--- src/pkg/dts_pkg.sv ---
/*
 * Shared constants, types and decoding for the DMA transfer cycle sequencer.
 * Assumes one bus clock domain; the sequencer clock is the bus clock.
 */
package dts_pkg;

    localparam int ADDR_W = 20;
    localparam int DATA_W = 16;
    localparam int CNT_W = 4;
    localparam int ACC_W = 2;
    localparam int BUF_DEPTH = 2;

    // Transfer unit select values
    localparam logic UNIT_16 = 1'b0;
    localparam logic UNIT_8 = 1'b1;

    // Bus clock periods per access
    localparam logic [1:0] COEF_NOWAIT = 2'h1;
    localparam logic [1:0] COEF_WAIT = 2'h2;
    localparam logic [1:0] COEF_SFR = 2'h2;
    localparam logic [1:0] COEF_MUX = 2'h3;

    localparam logic [ACC_W-1:0] ACC_ONE = 2'h1;
    localparam logic [ACC_W-1:0] ACC_TWO = 2'h2;

    typedef enum logic [2:0] {
        AREA_INT_NOWAIT = 3'h0,
        AREA_INT_WAIT = 3'h1,
        AREA_SFR = 3'h2,
        AREA_EXT_SEP_NOWAIT = 3'h3,
        AREA_EXT_SEP_WAIT = 3'h4,
        AREA_EXT_MUX = 3'h5
    } dts_area_t;

    typedef enum logic [1:0] {
        MODE_SINGLE = 2'h0,
        MODE_EXPAND = 2'h1,
        MODE_MPROC = 2'h2
    } dts_mode_t;

    typedef enum logic [5:0] {
        ST_IDLE = 6'h01,
        ST_CPU_PRE = 6'h02,
        ST_READ = 6'h04,
        ST_CPU_MID = 6'h08,
        ST_WRITE = 6'h10,
        ST_CPU_POST = 6'h20
    } dts_state_t;

    // Bus clock periods of one access to an area
    function automatic logic [1:0] dts_coef(input dts_area_t area);
        case (area)
            AREA_INT_NOWAIT: dts_coef = COEF_NOWAIT;
            AREA_INT_WAIT: dts_coef = COEF_WAIT;
            AREA_SFR: dts_coef = COEF_SFR;
            AREA_EXT_SEP_NOWAIT: dts_coef = COEF_NOWAIT;
            AREA_EXT_SEP_WAIT: dts_coef = COEF_WAIT;
            AREA_EXT_MUX: dts_coef = COEF_MUX;
            default: dts_coef = COEF_MUX;
        endcase
    endfunction : dts_coef

    // Accesses for one side of a unit
    function automatic logic [ACC_W-1:0] dts_accesses(input logic unit8, input logic odd, input logic bus8);
        if (unit8) begin
            dts_accesses = ACC_ONE;
        end else if (odd || bus8) begin
            dts_accesses = ACC_TWO;
        end else begin
            dts_accesses = ACC_ONE;
        end
    endfunction : dts_accesses

endpackage : dts_pkg

--- src/pkg/dts_buf_if.sv ---
/*
 * Carrier between the sequencer and its two-entry word buffer.
 * Assumes both ends on the same clock.
 */
`timescale 1ns/1ns
interface dts_buf_if;
    import dts_pkg::*;

    logic push_valid;
    logic push_ready;
    logic [DATA_W-1:0] push_data;
    logic pop_valid;
    logic pop_ready;
    logic [DATA_W-1:0] pop_data;

    modport buf_side (
        input push_valid, push_data, pop_ready,
        output push_ready, pop_valid, pop_data
    );
    modport user_side (
        output push_valid, push_data, pop_ready,
        input push_ready, pop_valid, pop_data
    );
endinterface : dts_buf_if

--- src/dts_buf.sv ---
/*
 * Two-entry word buffer with valid/ready on both sides.
 * Assumes the user never pushes while push_ready is low.
 */
`timescale 1ns/1ns
module dts_buf
    import dts_pkg::*;
(
    // Clock and reset
    input wire logic clk_sys_i,
    input wire logic rst_i,
    // Buffer ports
    dts_buf_if.buf_side bif
);

    typedef struct packed {
        logic [BUF_DEPTH-1:0][DATA_W-1:0] mem;
        logic wr_ptr;
        logic rd_ptr;
        logic [1:0] count;
    } dts_buf_state_t;

    dts_buf_state_t s_q;
    dts_buf_state_t s_d;
    logic do_push;
    logic do_pop;

    assign bif.push_ready = (s_q.count != 2'(BUF_DEPTH));
    assign bif.pop_valid = (s_q.count != 2'h0);
    assign bif.pop_data = s_q.mem[s_q.rd_ptr];
    assign do_push = bif.push_valid && bif.push_ready;
    assign do_pop = bif.pop_valid && bif.pop_ready;

    always_comb begin
        s_d = s_q;
        if (do_push) begin
            s_d.mem[s_q.wr_ptr] = bif.push_data;
            s_d.wr_ptr = ~s_q.wr_ptr;
        end
        if (do_pop) begin
            s_d.rd_ptr = ~s_q.rd_ptr;
        end
        case ({do_push, do_pop})
            2'b10: s_d.count = s_q.count + 2'h1;
            2'b01: s_d.count = s_q.count - 2'h1;
            default: s_d.count = s_q.count;
        endcase
    end

    always_ff @(posedge clk_sys_i or posedge rst_i) begin
        if (rst_i) begin
            s_q <= '0;
        end else begin
            s_q <= s_d;
        end
    end

endmodule : dts_buf

--- src/dts_sequencer.sv ---
/*
 * DMA transfer cycle sequencer: runs source read and destination write
 * bus cycles for one transfer unit, releasing the bus to the CPU around them.
 * Assumes the bus clock is clk_sys_i and the width select pin is asynchronous.
 */
// Notes on behaviour
// - Each unit is reads, then writes.
// - Odd 16-bit start adds one access each.
// - Narrow bus splits 16-bit unit into bytes.
// - Internal areas use the pin-selected width.
// - SFR or waited area adds one period.
// - Byte units take one read, one write.
// - Total is reads*j plus writes*k.
// - Coefficients 1,2,2,1,2,3 by area.
// - Any source/destination parity combination works.
// - Width pin ignored in single-chip mode.
// - Write side judged on its own conditions.
// - Select 0 means 16-bit, 1 means 8-bit.
`timescale 1ns/1ns
module dts_sequencer
    import dts_pkg::*;
(
    // Clock and reset
    input wire logic clk_sys_i,
    input wire logic rst_i,
    // Transfer request
    input wire logic req_valid_i,
    output logic req_ready_o,
    input wire logic [ADDR_W-1:0] req_src_addr_i,
    input wire logic [ADDR_W-1:0] req_dst_addr_i,
    input wire logic transfer_unit_select_i,
    input wire dts_area_t req_src_area_i,
    input wire dts_area_t req_dst_area_i,
    // Configuration
    input wire logic byte_bus_pin_i,
    input wire dts_mode_t proc_mode_i,
    // Bus master
    input wire logic bus_wait_i,
    output logic bus_own_o,
    output logic cpu_slot_o,
    output logic bus_rd_o,
    output logic bus_wr_o,
    output logic bus_byte_o,
    output logic [ADDR_W-1:0] bus_addr_o,
    output logic [DATA_W-1:0] bus_wdata_o,
    input wire logic [DATA_W-1:0] bus_rdata_i,
    // Status
    output logic [CNT_W-1:0] unit_cycles_o,
    output logic unit_done_o
);

    typedef struct packed {
        dts_state_t st;
        // Width pin synchroniser
        logic pin_meta;
        logic pin_sync;

        // Unit setup and captured request
        logic unit8;
        logic bus8;
        logic [ADDR_W-1:0] src;
        logic [ADDR_W-1:0] dst;
        dts_area_t src_area;
        dts_area_t dst_area;

        // Current access
        logic [ACC_W-1:0] n_acc;
        logic [ACC_W-1:0] idx;
        logic [1:0] tick;
        logic [1:0] coef;
        logic byte_acc;
        logic [ADDR_W-1:0] addr;
        logic [DATA_W-1:0] word;
        logic [DATA_W-1:0] wdata;

        // Unit result
        logic [CNT_W-1:0] cycles;
        logic done;
    } dts_seq_state_t;

    localparam dts_seq_state_t SEQ_RESET = '{
        st: ST_IDLE,
        pin_meta: 1'b0,
        pin_sync: 1'b0,
        unit8: 1'b0,
        bus8: 1'b0,
        src: '0,
        dst: '0,
        src_area: AREA_INT_NOWAIT,
        dst_area: AREA_INT_NOWAIT,
        n_acc: '0,
        idx: '0,
        tick: '0,
        coef: '0,
        byte_acc: 1'b0,
        addr: '0,
        word: '0,
        wdata: '0,
        cycles: '0,
        done: 1'b0
    };

    dts_seq_state_t s_q;
    dts_seq_state_t s_d;
    dts_buf_if bif ();

    logic [ACC_W-1:0] rd_n;
    logic [ACC_W-1:0] wr_n;
    logic src_odd;
    logic dst_odd;
    logic [CNT_W-1:0] rd_cost;
    logic [CNT_W-1:0] wr_cost;
    logic [CNT_W-1:0] total;
    logic last_tick;
    logic last_acc;
    logic [DATA_W-1:0] next_word;
    logic [DATA_W-1:0] first_wdata;
    logic [DATA_W-1:0] hi_wdata;
    logic take;
    logic in_read;
    logic in_write;
    logic in_slot;

    ////////////////////////////////////////////////////////////////////////
    // Shared decoding

    // A byte-wide access: byte unit, narrow bus or odd start
    function automatic logic byte_wide(input logic unit8, input logic bus8, input logic odd);
        byte_wide = unit8 || bus8 || odd;
    endfunction : byte_wide

    ////////////////////////////////////////////////////////////////////////
    // Word buffer between read and write sides

    dts_buf u_buf (
        .clk_sys_i(clk_sys_i),
        .rst_i(rst_i),
        .bif(bif)
    );

    ////////////////////////////////////////////////////////////////////////
    // Access counts and per-unit cycle total

    // Each side counted from its own parity and area
    assign src_odd = req_src_addr_i[0];
    assign dst_odd = req_dst_addr_i[0];
    assign rd_n = dts_accesses(transfer_unit_select_i, src_odd, s_q.bus8);
    assign wr_n = dts_accesses(transfer_unit_select_i, dst_odd, s_q.bus8);
    // Widened before the product so two triple-length accesses keep the top bit
    assign rd_cost = CNT_W'(rd_n) * CNT_W'(dts_coef(req_src_area_i));
    assign wr_cost = CNT_W'(wr_n) * CNT_W'(dts_coef(req_dst_area_i));
    assign total = rd_cost + wr_cost;

    assign last_tick = (s_q.tick == s_q.coef - 2'h1) && !bus_wait_i;
    assign last_acc = (s_q.idx == s_q.n_acc - ACC_W'(1));

    // Assemble read data, low byte first
    always_comb begin
        next_word = s_q.word;
        if (!s_q.byte_acc) begin
            next_word = bus_rdata_i;
        end else if (s_q.idx == '0) begin
            next_word = {8'h00, bus_rdata_i[7:0]};
        end else begin
            next_word = {bus_rdata_i[7:0], s_q.word[7:0]};
        end
    end

    // Write data of the first access; a byte rides on bits 7:0
    always_comb begin
        first_wdata = bif.pop_data;
        if (byte_wide(s_q.unit8, s_q.bus8, s_q.dst[0])) begin
            first_wdata = {8'h00, bif.pop_data[7:0]};
        end
    end

    // High byte of a split unit goes second
    assign hi_wdata = {8'h00, s_q.word[15:8]};

    ////////////////////////////////////////////////////////////////////////
    // State decodes and buffer handshakes

    assign in_read = (s_q.st == ST_READ);
    assign in_write = (s_q.st == ST_WRITE);
    assign in_slot = (s_q.st == ST_CPU_PRE) || (s_q.st == ST_CPU_MID) || (s_q.st == ST_CPU_POST);
    assign take = req_valid_i && (s_q.st == ST_IDLE);

    // Last read access hands the word over
    assign bif.push_valid = in_read && last_tick && last_acc;
    assign bif.push_data = next_word;
    assign bif.pop_ready = (s_q.st == ST_CPU_MID);

    ////////////////////////////////////////////////////////////////////////
    // Sequencing

    always_comb begin
        s_d = s_q;
        // Width pin through two flops, then gated by mode
        s_d.pin_meta = byte_bus_pin_i;
        s_d.pin_sync = s_q.pin_meta;
        s_d.bus8 = s_q.pin_sync && (proc_mode_i != MODE_SINGLE);
        s_d.done = 1'b0;
        case (s_q.st)
            ST_IDLE: begin
                if (take) begin
                    s_d.unit8 = transfer_unit_select_i;
                    s_d.src = req_src_addr_i;
                    s_d.dst = req_dst_addr_i;
                    s_d.src_area = req_src_area_i;
                    s_d.dst_area = req_dst_area_i;
                    s_d.n_acc = rd_n;
                    s_d.cycles = total;
                    s_d.st = ST_CPU_PRE;
                end
            end
            ST_CPU_PRE: begin
                // Bus left to the CPU for one period
                s_d.st = ST_READ;
                s_d.idx = '0;
                s_d.tick = '0;
                s_d.addr = s_q.src;
                s_d.coef = dts_coef(s_q.src_area);
                s_d.byte_acc = byte_wide(s_q.unit8, s_q.bus8, s_q.src[0]);
            end
            ST_READ: begin
                if (!last_tick) begin
                    if (!bus_wait_i) begin
                        s_d.tick = s_q.tick + 2'h1;
                    end
                end else if (!last_acc) begin
                    s_d.word = next_word;
                    s_d.idx = s_q.idx + ACC_W'(1);
                    s_d.addr = s_q.addr + ADDR_W'(1);
                    s_d.tick = '0;
                end else if (bif.push_ready) begin
                    // Buffer room taken before the read side lets go
                    s_d.word = next_word;
                    s_d.st = ST_CPU_MID;
                end
            end
            ST_CPU_MID: begin
                if (bif.pop_valid) begin
                    s_d.st = ST_WRITE;
                    s_d.word = bif.pop_data;
                    s_d.idx = '0;
                    s_d.tick = '0;
                    s_d.addr = s_q.dst;
                    s_d.coef = dts_coef(s_q.dst_area);
                    s_d.n_acc = dts_accesses(s_q.unit8, s_q.dst[0], s_q.bus8);
                    s_d.byte_acc = byte_wide(s_q.unit8, s_q.bus8, s_q.dst[0]);
                    s_d.wdata = first_wdata;
                end
            end
            ST_WRITE: begin
                if (!last_tick) begin
                    if (!bus_wait_i) begin
                        s_d.tick = s_q.tick + 2'h1;
                    end
                end else if (!last_acc) begin
                    // Second byte of a split unit
                    s_d.idx = s_q.idx + ACC_W'(1);
                    s_d.addr = s_q.addr + ADDR_W'(1);
                    s_d.wdata = hi_wdata;
                    s_d.tick = '0;
                end else begin
                    s_d.st = ST_CPU_POST;
                end
            end
            ST_CPU_POST: begin
                s_d.done = 1'b1;
                s_d.st = ST_IDLE;
            end
            default: begin
                s_d = SEQ_RESET;
            end
        endcase
    end

    always_ff @(posedge clk_sys_i or posedge rst_i) begin
        if (rst_i) begin
            s_q <= SEQ_RESET;
        end else begin
            s_q <= s_d;
        end
    end

    ////////////////////////////////////////////////////////////////////////
    // Outputs

    // Handshake and bus phase
    assign req_ready_o = (s_q.st == ST_IDLE);
    assign bus_rd_o = in_read;
    assign bus_wr_o = in_write;
    assign bus_own_o = in_read || in_write;
    assign cpu_slot_o = in_slot;

    // Access registers
    assign bus_byte_o = s_q.byte_acc;
    assign bus_addr_o = s_q.addr;
    assign bus_wdata_o = s_q.wdata;

    // Unit result
    assign unit_cycles_o = s_q.cycles;
    assign unit_done_o = s_q.done;

endmodule : dts_sequencer

--- config.mk ---
export PLATFORM = sky130hd
export DESIGN_NAME = dts_sequencer
export DESIGN_NICKNAME = d
export VERILOG_FILES = /design/src/pkg/dts_pkg.sv /design/src/pkg/dts_buf_if.sv /design/src/dts_buf.sv /design/src/dts_sequencer.sv
export SDC_FILE = /design/constraint.sdc
export NUM_CORES = 1
export LEC_CHECK = 0
export ABC_AREA = 0
export ABC_CLOCK_PERIOD_IN_PS = 6200
export BUFFER_PORTS_ARGS = -buffer_cell sky130_fd_sc_hd__buf_2
export CAP_MARGIN = 30
export CORE_UTILIZATION = 58
export CTS_CLUSTER_DIAMETER = 80
export DETAILED_ROUTE_END_ITERATION = 7
export PLACE_DENSITY = 0.92
export SYNTH_ARGS = -nofsm -noshare
export SYNTH_HDL_FRONTEND = slang
export SYNTH_SLANG_ARGS = --single-unit
--- constraint.sdc ---
create_clock -name clk_sys_i -period 6.2 [get_ports clk_sys_i]
set_input_delay 0.93 -clock clk_sys_i [delete_from_list [all_inputs] [get_ports clk_sys_i]]
set_output_delay 0.93 -clock clk_sys_i [all_outputs]
set_load 0.05 [all_outputs]
== After elaboration in Yosys (flattened, before gate mapping) ==
Cells that the tools add are included.

* Multiply operators: 2
* Add/sub/neg operators: 8
* Reduce and logical (&&, ||, !) cells: 51
* Bitwise gates (word level): 8
* Multiplexer cells: 54
* Order comparisons: 3
* Eq/ne operators: 40

{| class="wikitable"
|+ Operators with widths
! kind !! number
|-
| 16-bit two-way mux || 10
|-
| 20-bit case mux with 5 select lines || 1
|-
| 16-bit case mux with 3 select lines || 2
|-
| 46-bit case mux with 2 select lines || 1
|-
| 61-bit two-way mux || 1
|-
| 48-bit two-way mux || 1
|-
| 6-bit two-way mux || 7
|-
| 20-bit two-way mux || 2
|-
| 36-bit two-way mux || 1
|-
| 32-bit bitwise mux || 1
|-
| 6-bit case mux with 5 select lines || 1
|-
| 3-bit by 2-bit == test with 1-bit output, second input constant || 8
|-
| 20-bit by 1-bit adder with 20-bit output, second input constant || 1
|-
| 2-bit two-way mux || 10
|-
| 2-bit case mux with 2 select lines || 5
|-
| 4-bit AND reduction || 5
|-
| 16-bit demux with 1-bit select || 1
|-
| 2-bit inequality test, second input constant || 8
|-
| 4-bit OR reduction || 4
|-
| 3-bit by 1-bit == test with 1-bit output, second input constant || 4
|-
| 3-bit == test, second input constant || 4
|-
| 3-bit zero test || 4
|-
| 4-bit case mux with 3 select lines || 1
|-
| 2-bit OR reduction || 6
|-
| other kinds (36) || 77
|}

* Output and inout port bits: 47
* Word-level logic and storage cells: 190
* Bits of input ports: 70
* Flip-flop bits (word level): 158

== Logic depth before layout (Yosys ltp) ==
* Depth in word-level cells: 8
* Gate-level depth with buffers: 11
* Mapped depth without buffers: 11

== Hierarchy ==
From an unflattened synthesis, not the netlist that was laid out.

* Cells, all modules: 834
* Area, all modules: 8,827.2 µm²

{| class="wikitable"
|+ By module, submodules not included
! module !! times used !! sequential area each (µm²) !! cells each !! area an instance (µm²)
|-
| dts_sequencer || 1 || 3,054.2 || 730 || 7,129.3
|-
| dts_buf || 1 || 900.9 || 104 || 1,697.9
|}

== Worst setup path before layout ==
OpenSTA, ideal clock, no wires.

* Path kind: input -> register
* From: in req_dst_area_i[1]
* To: reg s_q (netlist bit unit_cycles_o[3])
* Library setup time: 0.095 ns
* Slack: 2.897 ns
* Data arrival time: 3.208 ns
* Stages: 11
* Path buffers: 0
* Data required time: 6.105 ns
* Path through: or2_2 -> a21oi_1 -> o21bai_1 -> fa_1 -> inv_1 -> ha_1 -> ha_1 -> inv_1 -> fa_1 -> xor2_1 -> o31ai_1

* Word-level cells in the longest chain between the ends: 7
* Elaborated cells between the ends (all ways): 12
* Classes of those cells: add/sub (1); mul (1); eq/ne (4); mux (3); reduce/logical (3)

{| class="wikitable"
|+ Ends and longest elaborated chain
! element !! RTL line !! source
|-
| start: declaration || dts_sequencer.sv:33 || <nowiki>input wire dts_area_t req_dst_area_i,</nowiki>
|-
| 3-bit == test, or another cell as far along || dts_pkg.sv:52 || <nowiki>case (area)</nowiki>
|-
| 3-bit OR reduction (no source line) / 2-bit OR reduction (equally long branches) || n/a ||
|-
| 2-bit case mux with 2 select lines (*) || dts_pkg.sv:52 ||
|-
| 2-bit by 2-bit multiplier with 4-bit output (*) || dts_sequencer.sv:151 || <nowiki>assign wr_cost = CNT_W'(wr_n) * CNT_W'(dts_coef(req_dst_area_i));</nowiki>
|-
| 4-bit adder (*) || dts_sequencer.sv:152 || <nowiki>assign total = rd_cost + wr_cost;</nowiki>
|-
| 4-bit two-way mux (*) || dts_sequencer.sv:205 || <nowiki>if (take) begin</nowiki>
|-
| 4-bit case mux with 2 select lines (*) || dts_sequencer.sv:203 || <nowiki>case (s_q.st)</nowiki>
|-
| end signal: assignment || dts_sequencer.sv:281 || <nowiki>s_q <= SEQ_RESET;</nowiki>
|-
| end signal: assignment || dts_sequencer.sv:283 || <nowiki>s_q <= s_d;</nowiki>
|-
| end: declaration || dts_sequencer.sv:103 || <nowiki>dts_seq_state_t s_q;</nowiki>
|}

Mark *: on every way between the ends. The rest lies on a longest branch, timed or not. The select of a mux whose other input is x is not followed.
A chain may end at the register's enable or synchronous reset.

== Final worst setup path ==
* From: reg s_q[118] in the netlist's numbering
* To: out cpu_slot_o

* Word-level cells in the longest chain between the ends: 3
* Elaborated cells between the ends (all ways): 5
* Classes of those cells: eq/ne (3); reduce/logical (2)

{| class="wikitable"
|+ Ends and longest elaborated chain
! element !! RTL line !! source
|-
| 6-bit by 2-bit == test with 1-bit output / 6-bit by 4-bit == test with 1-bit output (equally long branches) || dts_sequencer.sv:185 || <nowiki>assign in_slot = (s_q.st == ST_CPU_PRE) || (s_q.st == ST_CPU_MID) || (s_q.st == ST_CPU_POST);</nowiki>
|-
| 1-bit logical OR || dts_sequencer.sv:185 ||
|-
| 1-bit logical OR (*) || dts_sequencer.sv:185 ||
|-
| end: declaration || dts_sequencer.sv:40 || <nowiki>output logic cpu_slot_o,</nowiki>
|}

Mark *: on every way between the ends. The rest lies on a longest branch, timed or not.

==> impl_metrics.py <==
metrics = {
    "synthesis": {
        "synth.top_cells.by_area": "dfrtp_1 (47%), nand2_1 (6.4%), o21ai_0 (5.6%), buf_4 (4.3%), mux2i_1 (3.2%)",
        "synthTopCellsByCount": "dfrtp_1 (157), nand2_1 (144), o21ai_0 (93)",
        "synth_seq_cells": 158,
        "synthMuxAreaShare_pct": 6.986,
        "avgSynthCellArea_um2": 9.536,
        "synth.cell_area_mm2": 0.008382,
        "yosys.area_share.adder_pct": 1.612,
        "yosysMostFrequentCell": "dfrtp_1",
        "yosys.area.top_type": "dfrtp_1",
        "synthArstFlopShare_pct": 100.0,
        "synth_top_area_share_pct": 46.87,
        "yosys_most_used_dff": "dfrtp_1",
        "ys_seq_area_share_pct": 47.19,
        "synth_warnings": 0,
        "synth-simple-area-share_pct": 16.70,
        "synth_top_family_by_area": "compound AO/OA/AOI/OAI gates",
        "synth_xor_area_share_pct": 1.642,
        "synth_cells": 879,
        "synth_edf_count": 0,
        "yosysUniqueCellTypes": 71,
        "synth_compound_area_share_pct": 17.53,
        "syn-num-nets": 958,
    },
    "setup_path": {
        "cpPeakStageDelay_ns": 0.64,
        "crit_family": "simple AND/OR/NAND/NOR gates",
        "slowest_stage": "nand3b_1",
        "endpoint_kind": "output port",
        "crit_fanout": 16,
        "required_ns": 5.27,
        "cp.arrival_ns": 2.55,
        "path_buf_inv": 1,
        "worstPathCellList": "nor4_1 > nand3b_1 > nand2_1 > buf_2",
        "path_class": "reg -> out",
        "cp-start-kind": "flip-flop",
    },
    "flow_run": {
        "maxCapViolCount": 0,
    },
    "clocking": {
        "cts_num_sinks": 158,
        "cts_tree": "built",
        "clockBufferDepth": 2,
        "h-tree-depth": 4,
        "cts_resized": 0,
        "cts_setup_buffers": 0,
        "path_clk_slew_ns": 0.06,
        "hold_buffers": 0,
        "cts_buffers": 17,
        "clk-insertion-delay-late_ns": 0.43,
        "clock-root-buffer": "clkbuf_16",
    },
    "outcome": {
        "status": "complete, no violations",
    },
    "floorplanning": {
        "ioPinCount": 117,
        "coreArea_mm2": 0.01399,
        "die_w_um": 122.2,
        "rows": 43,
        "start_util_pct": 59.92,
        "die_h_um": 122.2,
        "dieArea_mm2": 0.01494,
    },
    "place": {
        "place_inst": 1090,
        "port_buffers": 116,
        "gp_congestion": 0.8659,
        "dp_hpwl_mm": 13.37,
    },
    "drt": {
        "wl_per_cell_um": 17.57,
        "num_vias": 6775,
        "drc_errors": 0,
        "totalWireLength_mm": 19.71,
        "avgViaCountPerCell": 6.038,
        "postRouteAntennaNets": 0,
        "drt-initial-drc-count": 594,
        "dr.pass1.iters": 7,
    },
    "sta": {
        "holdWs_ns": 0.4602,
        "period_share_pct": 56.12,
        "tns_ns": 0,
        "hold_viol": 0,
        "worstMarginPinSlew_ns": 1.029,
        "drv_slew": 0,
        "rsz0062_at_grt": "false",
        "setup_violations": 0,
        "min_period_ns": 3.479,
        "skew_ns": 0.007904,
        "worst_slew_margin_rel_pct": 31.36,
        "timing.fmax_ghz": 0.2874,
    },
    "pwr": {
        "power_frac_seq_pct": 36.2,
        "power.switching_mw": 1.560,
        "internal-power_mw": 2.245,
        "p_comb_share_pct": 37.5,
        "swShare_pct": 41.00,
        "p_clk_share_pct": 26.3,
        "p_leak_nw": 4.316,
        "powerDensity_mw_per_mm2": 411.3,
        "ir_drop_uv": 396.7,
    },
    "global_routing": {
        "grtUsageTotal_pct": 28.12,
        "grt_pass1_vias": 6480,
        "grt_max_degree": 103,
        "grt_overflow_total": 0,
        "grt_pass1_wl_mm": 32.37,
        "antenna_found_initial": 0,
    },
    "cells_and_area": {
        "area_growth_pct": 10.36,
        "nets": 1008,
        "fill_cells": 1082,
        "drive_gt1_share_pct": 23.14,
        "layoutNonFillerInstCount": 1122,
        "antennaDiodeCount": 0,
    },
    "worst_hold_path": {
        "min_path_type": "reg -> reg",
    },
}
[layout by cell type, fill, tap and decap left out, types with 7 or more instances in the layout]
cell type	n
a21oi_1	27
a21oi_2	15
a221oi_1	9
a222oi_1	9
a22oi_1	7
buf_2	116
buf_4	9
clkbuf_16	17
dfrtp_1	157
inv_1	19
mux2_2	24
mux2i_1	27
nand2_1	144
nand3_1	8
nand4_1	7
nor2_1	67
nor2b_1	7
nor3_1	8
nor4_1	11
o21ai_0	93
o22ai_1	9
o2bb2ai_1	8
o31ai_1	10
[worst register-to-register path: stages (launching register included)]
cell and delay [ns]:
dfrtp_1 0.47, nor4_1 0.46, nand3b_1 0.64, o2111ai_4 0.29
buf_4 0.66, o21ai_0 0.31
[stage by stage]
stage	power, mW	instance area, um^2	worst slack [ns]	utilization [%]
after detailed placement	2.803	8686	2.576	62.09
after CTS	3.809	9250	2.708	66.13
after floorplan	2.565	8382	1.008	-
final	3.805	9250	2.721	66.13
after global placement	2.758	8686	2.715	62.09
after global routing	4.045	9250	2.578	66.13
[worst paths after layout]
kind	startpoint	end	slack, ns	cells after the start
setup reg to reg	s_q[118]$_DFFE_PP0P_	s_q[101]$_DFFE_PP0P_	3.20	5
min in group asynchronous	rst_i	bus_byte_o$_DFFE_PP0P_	0.70	2
max in group asynchronous	rst_i	bus_wdata_o[14]$_DFFE_PP0P_	4.26	3
hold reg to reg	s_q[115]$_DFF_PP0_	s_q[114]$_DFF_PP0_	0.46	1
hold / removal	s_q[115]$_DFF_PP0_	s_q[114]$_DFF_PP0_	0.46	1
setup / recovery	s_q[118]$_DFFE_PP0P_	cpu_slot_o	2.72	4
[cell families (layout without fill, tap and decap cells)]
| family | after synthesis | after routing |
|---|---|---|
| compound gates | 228 | 228 |
| fa+ha+maj | 9 | 9 |
| flops | 158 | 158 |
| simple gates | 298 | 298 |
| mux | 54 | 54 |
| buf+inv | 118 | 181 |
| xor+xnor | 14 | 14 |
[per-layer routing]
metal / share of wire (%) / vias to the layer above / global-route usage [%]
met1: 40 / 3274 / 35.70
met4: 2.6 / 0 / 11.66
li1: - / 3158 / -
met3: 7.4 / 49 / 6.645
met2: 50 / 294 / 46.21
met5: 0 / - / 0
[flip-flops by register name, indices dropped and copies added (netlist names)]
signal	flops
s_q	72
u_buf.s_q	36
bus_addr_o	20
bus_wdata_o	16
hi_wdata	8
unit_cycles_o	4
bus_byte_o	1
unit_done_o	1
[final cells by class]
class	instances	area (um^2)	area share [%]
Clock buffer	20	456.7	4.937
Clock inverter	12	107.6	1.163
Inverter	24	100.1	1.082
Multi-Input combinational cell	603	3757	40.62
Sequential cell	158	3955	42.76
Tap cell	180	225.2	2.435
Timing Repair Buffer	125	648.1	7.007
[power groups by stage]
stage	clock, mW	sequential (mW)	combinational, mW
3_5_place_dp	0	1.39	1.42
5_1_grt	1.06	1.40	1.58
2_1_floorplan	0	1.33	1.24
4_1_cts	1.01	1.37	1.42
6_report	1.00	1.38	1.43
3_3_place_gp	0	1.38	1.38
No activity file was read; power rests on OpenSTA's default activity.
